### src/hdl/cmf_consts.svh
`ifndef CMF_CONSTS_SVH
`define CMF_CONSTS_SVH
// Contract
// - bit rate is clock over 2 times divider, prescaler and quanta per bit
// - module clock divider selectable as 1, 2, 4, 8 or 16
// - prescaler divides by four-bit field plus one
// - global mask for slots 0-13, mask A slot 14, mask B slot 15
// - mask covers 11 or 29 id bits per extended-select bit
// - identical identifier in two slots: lower slot alone valid
// - accept-all slots 14/15 in dual mode take frames unclaimed by 0-13
// - helper holds received standard id and decodes it for table search
// - dual mode lets slots 14/15 take data and remote frames
// - dual mode stores successive frames alternately in slots 14 and 15
// - dual mode remote indicator shows type of frame received
// - dual mode slots have no overwrite protection
// - forced return from bus-off: error active, counters and flag cleared
// - resume after 11 recessive bits if forced, else after 128 such runs
// - free-running time stamp ticks per bit time divided by 1, 2, 4, 8
// - successful reception stores time stamp into receiving slot
// - listen-only drives nothing onto the bus
// - slot request bits decode to configure, receive data, transmit data
// - remote-send slot becomes data receiver after sending or early match
// - remote-receive slot becomes data transmitter, held while response locked
// - frame goes to first slot matching mode and filter, lowest first, except slot 15 over 14 on alternate turns in dual mode
// - own frame received only in loop-back, never acknowledged
`define CMF_A_CTL 12'h000
`define CMF_A_CLK 12'h004
`define CMF_A_CONF 12'h008
`define CMF_A_GMASK 12'h00c
`define CMF_A_LMA 12'h010
`define CMF_A_LMB 12'h014
`define CMF_A_EXT 12'h018
`define CMF_A_FLT 12'h01c
`define CMF_A_STAT 12'h020
`define CMF_A_TS 12'h024
`define CMF_SLOT_PAGE 4'h1
`define CMF_W_CTL 2'h0
`define CMF_W_ID 2'h1
`define CMF_W_TS 2'h2
`define CMF_CTL_BASIC 0
`define CMF_CTL_LO 1
`define CMF_CTL_LB 2
`define CMF_CTL_FR 5
`define CMF_CTL_TSR 6
`define CMF_CONF_RST 9'h0a0
`define CMF_BASE_DIV 2
`define CMF_MAX_SEL 3'h4
`define CMF_SEQ_BITS 11
`define CMF_OCC_CNT 128
`define CMF_SLOT_A 14
`define CMF_SLOT_B 15
`define CMF_MSK_STD 29'h00007ff
`define CMF_MSK_EXT 29'h1fffffff
`endif

### src/hdl/cmf_pkg.sv
package cmf_pkg;
  typedef struct packed {
    logic [28:0] id;
    logic ext;
    logic rtr;
    logic own;
  } cmf_frame_t;
  typedef struct packed {
    logic tx_req;
    logic rx_req;
    logic remote;
    logic rsp_lock;
    logic rem_ind;
    logic sending;
    logic new_data;
  } cmf_sctl_t;
  typedef enum logic [1:0] {
    CMF_ACTIVE = 2'b00,
    CMF_BUSOFF = 2'b01,
    CMF_WAIT = 2'b10
  } cmf_err_t;
endpackage : cmf_pkg

### src/hdl/cmf_top.sv
`timescale 1ns/1ns
`default_nettype none
`include "cmf_consts.svh"
module cmf_top #(
  parameter int NS = 16
) (
  // apb
  input wire logic pclk,
  input wire logic presetn,
  input wire logic psel,
  input wire logic penable,
  input wire logic pwrite,
  input wire logic [11:0] paddr,
  input wire logic [31:0] pwdata,
  output logic [31:0] prdata,
  output logic pready,
  output logic pslverr,
  // protocol core
  input wire cmf_pkg::cmf_frame_t rx_frame,
  input wire logic rx_done,
  input wire logic tx_start,
  input wire logic tx_done,
  input wire logic tx_lost,
  input wire logic busoff_enter,
  input wire logic [7:0] core_tec,
  input wire logic [7:0] core_rec,
  input wire logic core_tx,
  output logic tx_valid,
  output logic [3:0] tx_slot,
  output logic ack_en,
  output logic bit_tick,
  output logic bus_ready,
  output logic err_clr,
  // bus pins
  input wire logic can_rx,
  output logic can_tx
);
  import cmf_pkg::*;

  logic [4:0] ctl_r;
  logic [2:0] clk_r;
  logic [8:0] conf_r;
  logic [28:0] gmask_r, lma_r, lmb_r;
  logic [15:0] ext_r;
  logic [10:0] flt_r;
  logic [7:0] tec_r, rec_r;
  logic [15:0] ts_r;
  logic [2:0] ts_pre_r;
  logic [31:0] prdata_r;
  logic pslverr_r;
  cmf_sctl_t sctl_r [NS];
  logic [28:0] sid_r [NS];
  logic [15:0] sts_r [NS];
  logic basic, lo, lb;
  logic wr_go, sw_slot, fr_wr, tsr_wr, fr_go;
  logic [3:0] wsi;
  logic [1:0] wsw;
  assign basic = ctl_r[`CMF_CTL_BASIC];
  assign lo = ctl_r[`CMF_CTL_LO];
  assign lb = ctl_r[`CMF_CTL_LB];

  // zero wait states: read data is latched in the setup cycle, write data in the access cycle
  assign pready = 1'b1;
  assign prdata = prdata_r;
  assign pslverr = pslverr_r;
  assign wr_go = psel & penable & pwrite;
  assign sw_slot = wr_go && (paddr[11:8] == `CMF_SLOT_PAGE) && (paddr[1:0] == 2'h0);
  assign wsi = paddr[7:4];
  assign wsw = paddr[3:2];
  assign fr_wr = wr_go && (paddr == `CMF_A_CTL) && pwdata[`CMF_CTL_FR];
  assign tsr_wr = wr_go && (paddr == `CMF_A_CTL) && pwdata[`CMF_CTL_TSR];

  function automatic logic [9:0] cmf_tq_len(input logic [2:0] sel, input logic [3:0] baud_prescaler_field);
    logic [4:0] dv;
    dv = (sel > `CMF_MAX_SEL) ? 5'h10 : 5'(5'h1 << sel);
    return 10'(`CMF_BASE_DIV * dv * ({1'b0, baud_prescaler_field} + 5'h1));
  endfunction : cmf_tq_len

  function automatic logic cmf_idmatch(input logic [28:0] rid, input logic [28:0] sid,
                                       input logic [28:0] msk, input logic ext);
    logic [28:0] w;
    w = ext ? `CMF_MSK_EXT : `CMF_MSK_STD;
    return ((rid ^ sid) & msk & w) == 29'h0;
  endfunction : cmf_idmatch

  // row in bits 23:16, one-hot column in 31:24
  function automatic logic [31:0] cmf_flt_dec(input logic [10:0] id);
    return {8'(8'h1 << id[2:0]), id[10:3], 5'h0, id};
  endfunction : cmf_flt_dec

  always_ff @(posedge pclk or negedge presetn) begin
    if (!presetn) begin
      ctl_r <= 5'h0;
      clk_r <= 3'h0;
      conf_r <= `CMF_CONF_RST;
      gmask_r <= 29'h0;
      lma_r <= 29'h0;
      lmb_r <= 29'h0;
      ext_r <= 16'h0;
    end else if (wr_go) begin
      if (paddr == `CMF_A_CTL) begin
        ctl_r <= pwdata[4:0];
      end else if (paddr == `CMF_A_CLK) begin
        clk_r <= pwdata[2:0];
      end else if (paddr == `CMF_A_CONF) begin
        conf_r <= pwdata[8:0];
      end else if (paddr == `CMF_A_GMASK) begin
        gmask_r <= pwdata[28:0];
      end else if (paddr == `CMF_A_LMA) begin
        lma_r <= pwdata[28:0];
      end else if (paddr == `CMF_A_LMB) begin
        lmb_r <= pwdata[28:0];
      end else if (paddr == `CMF_A_EXT) begin
        ext_r <= pwdata[15:0];
      end
    end
  end

  // bit timing
  logic [9:0] tq_cnt_r, tq_len;
  logic [4:0] tq_bit_r, tqb;
  logic tq_tick, bt;
  assign tq_len = cmf_tq_len(clk_r, conf_r[3:0]);
  assign tqb = (conf_r[8:4] == 5'h0) ? 5'h1 : conf_r[8:4];
  assign tq_tick = (tq_cnt_r >= tq_len - 10'h1);
  assign bt = tq_tick && (tq_bit_r >= tqb - 5'h1);

  always_ff @(posedge pclk or negedge presetn) begin
    if (!presetn) begin
      tq_cnt_r <= 10'h0;
      tq_bit_r <= 5'h0;
      bit_tick <= 1'b0;
    end else begin
      tq_cnt_r <= tq_tick ? 10'h0 : tq_cnt_r + 10'h1;
      if (tq_tick) begin
        tq_bit_r <= bt ? 5'h0 : tq_bit_r + 5'h1;
      end
      bit_tick <= bt;
    end
  end

  // bus level sync and recessive run detection
  logic rx_s1_r, rx_s2_r, seq11;
  logic [3:0] run_r;
  assign seq11 = bt && rx_s2_r && (run_r == 4'(`CMF_SEQ_BITS - 1));

  always_ff @(posedge pclk or negedge presetn) begin
    if (!presetn) begin
      rx_s1_r <= 1'b1;
      rx_s2_r <= 1'b1;
    end else begin
      rx_s1_r <= can_rx;
      rx_s2_r <= rx_s1_r;
    end
  end

  always_ff @(posedge pclk or negedge presetn) begin
    if (!presetn) begin
      run_r <= 4'h0;
    end else if (bt) begin
      run_r <= (!rx_s2_r || seq11) ? 4'h0 : run_r + 4'h1;
    end
  end

  // fault confinement exit
  cmf_err_t err_st_r;
  logic [6:0] occ_r;
  assign fr_go = fr_wr && (err_st_r == CMF_BUSOFF);
  assign bus_ready = (err_st_r == CMF_ACTIVE);

  always_ff @(posedge pclk or negedge presetn) begin
    if (!presetn) begin
      err_st_r <= CMF_ACTIVE;
      occ_r <= 7'h0;
    end else begin
      case (err_st_r)
        CMF_ACTIVE: begin
          if (busoff_enter) begin
            err_st_r <= CMF_BUSOFF;
            occ_r <= 7'h0;
          end
        end
        CMF_BUSOFF: begin
          if (fr_go) begin
            err_st_r <= CMF_WAIT;
          end else if (seq11) begin
            if (occ_r == 7'(`CMF_OCC_CNT - 1)) begin
              err_st_r <= CMF_ACTIVE;
            end
            occ_r <= occ_r + 7'h1;
          end
        end
        CMF_WAIT: begin
          if (seq11) begin
            err_st_r <= CMF_ACTIVE;
          end
        end
        default: err_st_r <= CMF_ACTIVE;
      endcase
    end
  end

  // core keeps its own counters; err_clr tells it to zero them
  always_ff @(posedge pclk or negedge presetn) begin
    if (!presetn) begin
      tec_r <= 8'h0;
      rec_r <= 8'h0;
      err_clr <= 1'b0;
    end else begin
      // core zeroes one cycle late, so hold zero while err_clr is out
      tec_r <= (fr_go || err_clr) ? 8'h0 : core_tec;
      rec_r <= (fr_go || err_clr) ? 8'h0 : core_rec;
      err_clr <= fr_go;
    end
  end

  // time stamp
  logic [2:0] tsp_lim;
  assign tsp_lim = 3'((4'h1 << ctl_r[4:3]) - 4'h1);

  always_ff @(posedge pclk or negedge presetn) begin
    if (!presetn) begin
      ts_r <= 16'h0;
      ts_pre_r <= 3'h0;
    end else if (tsr_wr) begin
      ts_r <= 16'h0;
      ts_pre_r <= 3'h0;
    end else if (bt) begin
      if (ts_pre_r >= tsp_lim) begin
        ts_pre_r <= 3'h0;
        ts_r <= ts_r + 16'h1;
      end else begin
        ts_pre_r <= ts_pre_r + 3'h1;
      end
    end
  end

  // acceptance and transmit choice
  logic [NS-1:0] acc, elig, snd;
  logic [3:0] hit_j, cur_tx_r;
  logic hit_any, take, st_go, alt_r;

  always_comb begin
    cmf_sctl_t c;
    logic [28:0] msk;
    logic tok;
    c = '0;
    msk = 29'h0;
    tok = 1'b0;
    acc = '0;
    elig = '0;
    snd = '0;
    for (int j = 0; j < NS; j++) begin
      c = sctl_r[j];
      msk = (j == `CMF_SLOT_A) ? lma_r : (j == `CMF_SLOT_B) ? lmb_r : gmask_r;
      if (basic && j >= `CMF_SLOT_A) begin
        tok = !c.tx_req && c.rx_req;
      end else begin
        tok = (!c.tx_req && c.rx_req && (c.remote == rx_frame.rtr))
            || (c.tx_req && !c.rx_req && c.remote && !c.sending && !rx_frame.rtr);
      end
      acc[j] = tok && (rx_frame.ext == ext_r[j]) && cmf_idmatch(rx_frame.id, sid_r[j], msk,
                                                               rx_frame.ext);
      elig[j] = c.tx_req && !c.rx_req && !c.rsp_lock && !c.sending;
      snd[j] = c.sending;
    end
  end

  always_comb begin
    hit_j = 4'h0;
    hit_any = 1'b0;
    tx_slot = 4'h0;
    for (int j = NS - 1; j >= 0; j--) begin
      if (acc[j]) begin
        hit_j = 4'(j);
        hit_any = 1'b1;
      end
      if (elig[j]) begin
        tx_slot = 4'(j);
      end
    end
    if (basic && acc[`CMF_SLOT_A] && acc[`CMF_SLOT_B] && hit_j == 4'(`CMF_SLOT_A) && alt_r) begin
      hit_j = 4'(`CMF_SLOT_B);
    end
  end

  assign take = rx_done && (!rx_frame.own || lb);
  assign st_go = take && hit_any;
  assign tx_valid = (|elig) && !(|snd) && !lo && bus_ready;
  assign ack_en = !lo && !rx_frame.own;

  always_ff @(posedge pclk or negedge presetn) begin
    if (!presetn) begin
      alt_r <= 1'b0;
      cur_tx_r <= 4'h0;
      can_tx <= 1'b1;
    end else begin
      if (st_go && basic && hit_j >= 4'(`CMF_SLOT_A)) begin
        alt_r <= (hit_j == 4'(`CMF_SLOT_A));
      end
      if (tx_start) begin
        cur_tx_r <= tx_slot;
      end
      can_tx <= lo ? 1'b1 : core_tx;
    end
  end

  // helper wins over a software write in the same cycle
  always_ff @(posedge pclk or negedge presetn) begin
    if (!presetn) begin
      flt_r <= 11'h0;
    end else if (rx_done && !rx_frame.ext) begin
      flt_r <= rx_frame.id[10:0];
    end else if (wr_go && paddr == `CMF_A_FLT) begin
      flt_r <= pwdata[10:0];
    end
  end

  // slots: hardware events follow the software write so they win
  always_ff @(posedge pclk or negedge presetn) begin
    if (!presetn) begin
      for (int j = 0; j < NS; j++) begin
        sctl_r[j] <= '0;
        sid_r[j] <= 29'h0;
        sts_r[j] <= 16'h0;
      end
    end else begin
      for (int j = 0; j < NS; j++) begin
        if (sw_slot && wsi == 4'(j)) begin
          if (wsw == `CMF_W_CTL) begin
            sctl_r[j] <= {pwdata[6:3], (pwdata[6] | pwdata[5]) & pwdata[4],
                          sctl_r[j].sending, pwdata[0]};
          end else if (wsw == `CMF_W_ID) begin
            sid_r[j] <= pwdata[28:0];
          end
        end
        if (st_go && hit_j == 4'(j)) begin
          sctl_r[j].new_data <= 1'b1;
          sts_r[j] <= ts_r;
          if (basic && j >= `CMF_SLOT_A) begin
            sctl_r[j].rem_ind <= rx_frame.rtr;
          end else if (sctl_r[j].tx_req) begin
            sctl_r[j].tx_req <= 1'b0;
            sctl_r[j].rx_req <= 1'b1;
            sctl_r[j].remote <= 1'b0;
            sctl_r[j].rem_ind <= 1'b0;
          end else if (sctl_r[j].remote) begin
            sctl_r[j].tx_req <= 1'b1;
            sctl_r[j].rx_req <= 1'b0;
            sctl_r[j].remote <= 1'b0;
            sctl_r[j].rem_ind <= 1'b0;
          end
        end
        if (tx_start && tx_slot == 4'(j)) begin
          sctl_r[j].sending <= 1'b1;
        end else if ((tx_done || tx_lost) && cur_tx_r == 4'(j)) begin
          sctl_r[j].sending <= 1'b0;
          if (tx_done && sctl_r[j].remote) begin
            sctl_r[j].tx_req <= 1'b0;
            sctl_r[j].rx_req <= 1'b1;
            sctl_r[j].remote <= 1'b0;
            sctl_r[j].rem_ind <= 1'b0;
          end
        end
      end
    end
  end

  // read mux, sampled in the setup cycle
  logic [31:0] rd_c;
  logic err_c;
  always_comb begin
    rd_c = 32'h0;
    err_c = 1'b0;
    if (paddr[1:0] != 2'h0) begin
      err_c = 1'b1;
    end else if (paddr[11:8] == `CMF_SLOT_PAGE) begin
      if (wsw == `CMF_W_CTL) begin
        rd_c = {25'h0, sctl_r[wsi]};
      end else if (wsw == `CMF_W_ID) begin
        rd_c = {3'h0, sid_r[wsi]};
      end else if (wsw == `CMF_W_TS) begin
        rd_c = {16'h0, sts_r[wsi]};
      end else begin
        err_c = 1'b1;
      end
    end else if (paddr == `CMF_A_CTL) begin
      rd_c = {27'h0, ctl_r};
    end else if (paddr == `CMF_A_CLK) begin
      rd_c = {29'h0, clk_r};
    end else if (paddr == `CMF_A_CONF) begin
      rd_c = {23'h0, conf_r};
    end else if (paddr == `CMF_A_GMASK) begin
      rd_c = {3'h0, gmask_r};
    end else if (paddr == `CMF_A_LMA) begin
      rd_c = {3'h0, lma_r};
    end else if (paddr == `CMF_A_LMB) begin
      rd_c = {3'h0, lmb_r};
    end else if (paddr == `CMF_A_EXT) begin
      rd_c = {16'h0, ext_r};
    end else if (paddr == `CMF_A_FLT) begin
      rd_c = cmf_flt_dec(flt_r);
    end else if (paddr == `CMF_A_STAT) begin
      rd_c = {8'h0, tec_r, rec_r, 6'h0, bus_ready, err_st_r == CMF_BUSOFF};
    end else if (paddr == `CMF_A_TS) begin
      rd_c = {16'h0, ts_r};
    end else begin
      err_c = 1'b1;
    end
  end

  always_ff @(posedge pclk or negedge presetn) begin
    if (!presetn) begin
      prdata_r <= 32'h0;
      pslverr_r <= 1'b0;
    end else if (psel && !penable) begin
      prdata_r <= pwrite ? 32'h0 : rd_c;
      pslverr_r <= err_c;
    end
  end

  property p_lo_quiet;
    @(posedge pclk) disable iff (!presetn) lo |=> can_tx;
  endproperty
  a_lo_quiet: assert property (p_lo_quiet) else $error("bus driven in listen-only");

  property p_lo_notx;
    @(posedge pclk) disable iff (!presetn) lo |-> !tx_valid && !ack_en;
  endproperty
  a_lo_notx: assert property (p_lo_notx) else $error("request in listen-only");

  property p_own_noack;
    @(posedge pclk) disable iff (!presetn) rx_frame.own |-> !ack_en;
  endproperty
  a_own_noack: assert property (p_own_noack) else $error("ack for own frame");

  property p_fr_clear;
    @(posedge pclk) disable iff (!presetn)
      fr_go |=> (err_st_r == CMF_WAIT && tec_r == 8'h0 && rec_r == 8'h0 && err_clr)
      ##1 (tec_r == 8'h0 && rec_r == 8'h0);
  endproperty
  a_fr_clear: assert property (p_fr_clear) else $error("forced return incomplete");

  property p_fr_wait;
    @(posedge pclk) disable iff (!presetn)
      err_st_r == CMF_WAIT && !seq11 |=> !bus_ready;
  endproperty
  a_fr_wait: assert property (p_fr_wait) else $error("ready before recessive run");

  property p_ts_cap;
    @(posedge pclk) disable iff (!presetn)
      st_go && !(sw_slot && wsi == hit_j) |=> sts_r[$past(hit_j)] == $past(ts_r);
  endproperty
  a_ts_cap: assert property (p_ts_cap) else $error("time stamp not captured");

  property p_prio;
    @(posedge pclk) disable iff (!presetn)
      st_go && !basic |-> acc[hit_j] && ((acc & ((16'h1 << hit_j) - 16'h1)) == 16'h0);
  endproperty
  a_prio: assert property (p_prio) else $error("not the lowest matching slot");

  property p_alt;
    @(posedge pclk) disable iff (!presetn)
      st_go && basic && acc[`CMF_SLOT_A] && acc[`CMF_SLOT_B] && alt_r
      |-> hit_j == 4'(`CMF_SLOT_B) ##1 !alt_r;
  endproperty
  a_alt: assert property (p_alt) else $error("dual slots not alternating");

  c_basic_b: cover property (@(posedge pclk) st_go && basic && hit_j == 4'(`CMF_SLOT_B));
  c_force: cover property (@(posedge pclk) fr_go ##[1:1000] bus_ready);
  c_tx: cover property (@(posedge pclk) tx_valid && tx_start);
endmodule : cmf_top
`default_nettype wire

### config.mk
export PLATFORM = sky130hd
export DESIGN_NAME = cmf_top
export DESIGN_NICKNAME = d
export VERILOG_FILES = /design/src/hdl/cmf_pkg.sv /design/src/hdl/cmf_top.sv
export VERILOG_INCLUDE_DIRS = /design/src /design/src/hdl
export SDC_FILE = /design/constraint.sdc
export NUM_CORES = 2
export LEC_CHECK = 0
export BUFFER_PORTS_ARGS = -buffer_cell sky130_fd_sc_hd__buf_2
export CAP_MARGIN = 20
export CORE_MARGIN = 3
export CORE_UTILIZATION = 65
export DETAILED_ROUTE_END_ITERATION = 8
export PLACE_DENSITY = 0.82
export SLEW_MARGIN = 25
export SYNTH_ARGS = -nofsm -noshare
export SYNTH_HDL_FRONTEND = slang
export SYNTH_SLANG_ARGS = --single-unit
### constraint.sdc
create_clock -name pclk -period 14.12 [get_ports pclk]
set_input_delay 1.412 -clock pclk [delete_from_list [all_inputs] [get_ports pclk]]
set_output_delay 1.412 -clock pclk [all_outputs]
set_load 0.005 [all_outputs]
==> run_results.csv <==
group,metric,value,unit
floorplanning,core,90100,um^2
timing,fin_worst_skew,0.0482,ns
route,ant_nets,0,
route,drc,0,
route,viasPerCell,7.38,
clock_tree,cts_tree,"built",
logic_synthesis,synth_top_area_share,45.0,%
logic_synthesis,yosys.cell_types.count,91,
flow_run,maxCapViolations,0,
finish,final_cells,6064,
logic_synthesis,syn_inst,4880,
clock_tree,cts_buffers,111,
placed_design,place_congestion,1.01,
floorplanning,rows,110,
placed_design,numPortBuffers,143,
clock_tree,clock_latency,0.74,ns
finish,nets,4950,
floorplanning,initial_utilization,65.6,%
logic_synthesis,synth_area_per_cell,12.1,um^2
logic_synthesis,ys_ff_latch,1069,
setup_path,cp-start-kind,"flip-flop",
setup_path,cp-end-kind,"flip-flop",
timing,rsz0062_at_grt,"no",
timing,timing.fmax,156,MHz
route,wl,197000,um
timing,worstMarginPinSlew,1.15,ns
timing,setup-tns-final,0,ns
min_path,hp-class,"flip-flop to flip-flop",
run_status,status,"complete, no violations",
floorplanning,ios,148,
clock_tree,path_clk_slew,0.06,ns
grt,antenna_found_initial,16,
pwr,p_leak,30.6,nW
clock_tree,htreeDepth,3,
grt,grt_pass1_wl,291000,um
route,drt_iter0_drc,6848,
clock_tree,cts-root-buf,"clkbuf_16",
timing,relSlewSlack,22.3,%
timing,fin_crit,6.40,ns
finish,final_util,71.5,%
min_path,holdPathStages,0,
logic_synthesis,synth.net_count,5036,
setup_path,reg2reg_depth,22,
floorplanning,die_area,94700,um^2
grt,grt_pass1_vias,43965,
clock_tree,clockBufferDepth,3,
logic_synthesis,synth_area_leaders,"dfrtp_1 45%, mux2_2 14%, mux4_2 9.9%",
logic_synthesis,yosys_warnings,0,
logic_synthesis,synth_edf_count,0,
finish,drive_gt1_share,30.8,%
setup_path,crit_type,"flip-flop to flip-flop",
logic_synthesis,synth_area_leader_cell,"dfrtp_1",
setup_path,critPathArrivalTime,7.00,ns
timing,setup_viol,0,
finish,layout_commonest_cell,"dfrtp_1",
finish,area_delta_synth_final,8.88,%
pwr,ir_drop,114,uV
logic_synthesis,synth-main-ff-cell,"dfrtp_1",
setup_path,required,14.72,ns
placed_design,placed_area,60500,um^2
route,dr_total_vias,44734,
placed_design,dp.final_hpwl,133000,um
clock_tree,cts-hold-fix-buffers,0,
floorplanning,die_h,308,um
route,drtPass1Iterations,8,
placed_design,placed_cells,5854,
timing,post-route-period-util,45.4,%
logic_synthesis,ys_async_sr_fraction,100,%
floorplanning,fp.dieW,308,um
clock_tree,post-cts-setup-buffer-count,0,
grt,grt_overflow,0,
timing,report.final.slew_viol_count,0,
logic_synthesis,synth_seq_area_share,45.2,%
logic_synthesis,synth_area,59200,um^2
grt,grtUsageTotal,41.6,%
route,wl_per_cell,32.6,um
clock_tree,cts.sinks,1069,
finish,final_cell_mix,"1064 x dfrtp_1, 754 x mux2_2, 491 x xor2_1",
pwr,power,0.00759,W
clock_tree,cts.repair.resized,0,
finish,nFillCells,5932,
setup_path,crit_fanout,16,
timing,final_hold_viol_count,0,
finish,final_design_area_no_fill,64400,um^2
pwr,p_per_area,118,nW/um^2
grt,grt_max_degree,170,
state kept, by name, indices dropped and copies added (netlist names), 11 cells and up:
name     cells
sid_r      464
lma_r       29
lmb_r       29
sctl_r     112
ts_r        16
prdata      32
gmask_r     29
flt_r       11
ext_r       16
sts_r      256
kinds of logic (layout without fill, tap and decap cells):
kind of cell	Yosys count	count (layout)	synth area share, %
AND/OR/NAND/NOR	924	924	7.68
buffers and inverters	494	495	3.52
flip-flops	1069	1069	45.2
AO/OA/AOI/OAI	704	704	8.60
adder cells (fa/ha/maj)	52	52	1.20
other	1	8	0.00634
XOR/XNOR	525	525	7.77
multiplexers	1111	1111	26.0
worst paths after layout:
kind,startpoint,to,slack (ns)
hold reg to reg,rx_s1_r$_DFF_PN1_,rx_s2_r$_DFF_PN1_,0.36
hold / removal,rx_s1_r$_DFF_PN1_,rx_s2_r$_DFF_PN1_,0.36
setup / recovery,conf_r[0]$_DFFE_PN0P_,occ_r[3]$_DFFE_PN0P_,7.72
setup reg to reg,conf_r[0]$_DFFE_PN0P_,occ_r[3]$_DFFE_PN0P_,7.72
min in group asynchronous,presetn,sid_r[460]$_DFFE_PN0P_,0.72
max in group asynchronous,presetn,sctl_r[92]$_DFFE_PN0P_,11.11
through the flow:
stage / setup WS [ns] / hold slack [ns]
CTS: 7.78 / 0.361
global route: 7.27 / 0.361
finish: 7.72 / 0.359
global placement: 7.86 / 0.351
detailed placement: 7.81 / 0.348
floorplan: 8.47 / 0.345
per-layer routing:
| metal | track usage [%] | part of all wire [%] | wire (um) | up-vias |
|---|---|---|---|---|
| li1 | - | - | - | 17730 |
| met1 | 57.5 | 37 | 73900 | 22960 |
| met2 | 58.1 | 42 | 83000 | 3383 |
| met3 | 17.4 | 15 | 30500 | 643 |
| met4 | 17.6 | 5.0 | 9870 | 18 |
| met5 | 0 | 0.078 | 153 | - |
cells in the mapped netlist (10+ instances only):
library cell     n
and2_1          34
nand2b_1        15
or3_1           10
o31ai_1         25
buf_1           77
clkbuf_1       242
mux2i_1         36
a222oi_1        14
nor4_1          14
and3_1          24
mux2_2         754
dfrtp_1       1064
nand3_1         72
inv_1           61
xnor2_1         34
o21ai_0        125
o221ai_1        22
nor3_1          44
nand2_1        346
nand3b_1        19
a221oi_1        32
and4_1          11
o311ai_0        10
a22o_1          28
nor2b_1         34
or2_2           14
nand4_1         55
a22oi_1        218
a21o_1          15
a21oi_1         78
mux4_2         260
mux2_1          61
nor3b_1         21
buf_2           87
ha_1            44
o22ai_1         23
nor2_1         177
buf_4           16
xor2_1         491
worst max-delay path: stages (launching register included):
cell	delay, ns
dfrtp_1	0.49
ha_1	0.29
xnor2_1	0.22
or2_2	0.35
fa_1	0.56
fa_1	0.44
fa_1	0.50
inv_1	0.04
ha_1	0.31
a21oi_1	0.25
xnor2_1	0.20
nor3_1	0.31
nor3b_1	0.28
xnor2_1	0.11
ha_1	0.31
nor2_1	0.05
nor2_1	0.12
o31ai_2	0.08
buf_4	0.21
nor4_1	0.66
nand4_1	0.24
xor2_1	0.19
nor2_1	0.06
area by class of cell:
class	instances	area, um^2	area share (%)
multi-input cells	3317	30600	47.4
clock buffers	164	3300	5.12
flip-flops and latches	1069	26800	41.5
inverters	64	240	0.373
clock inverters	36	503	0.781
repair buffers	231	1590	2.47
well taps	1176	1470	2.28
diodes	7	17.5	0.0272
where the power goes:
group	leakage, nW	switching (W)	internal [W]
registers	14.7	0.000203	0.00322
logic	14.0	0.000689	0.000399
clock network	1.88	0.00129	0.00178
total	30.6	0.00218	0.00540
Note: power is estimated with default switching activity, not from simulation.
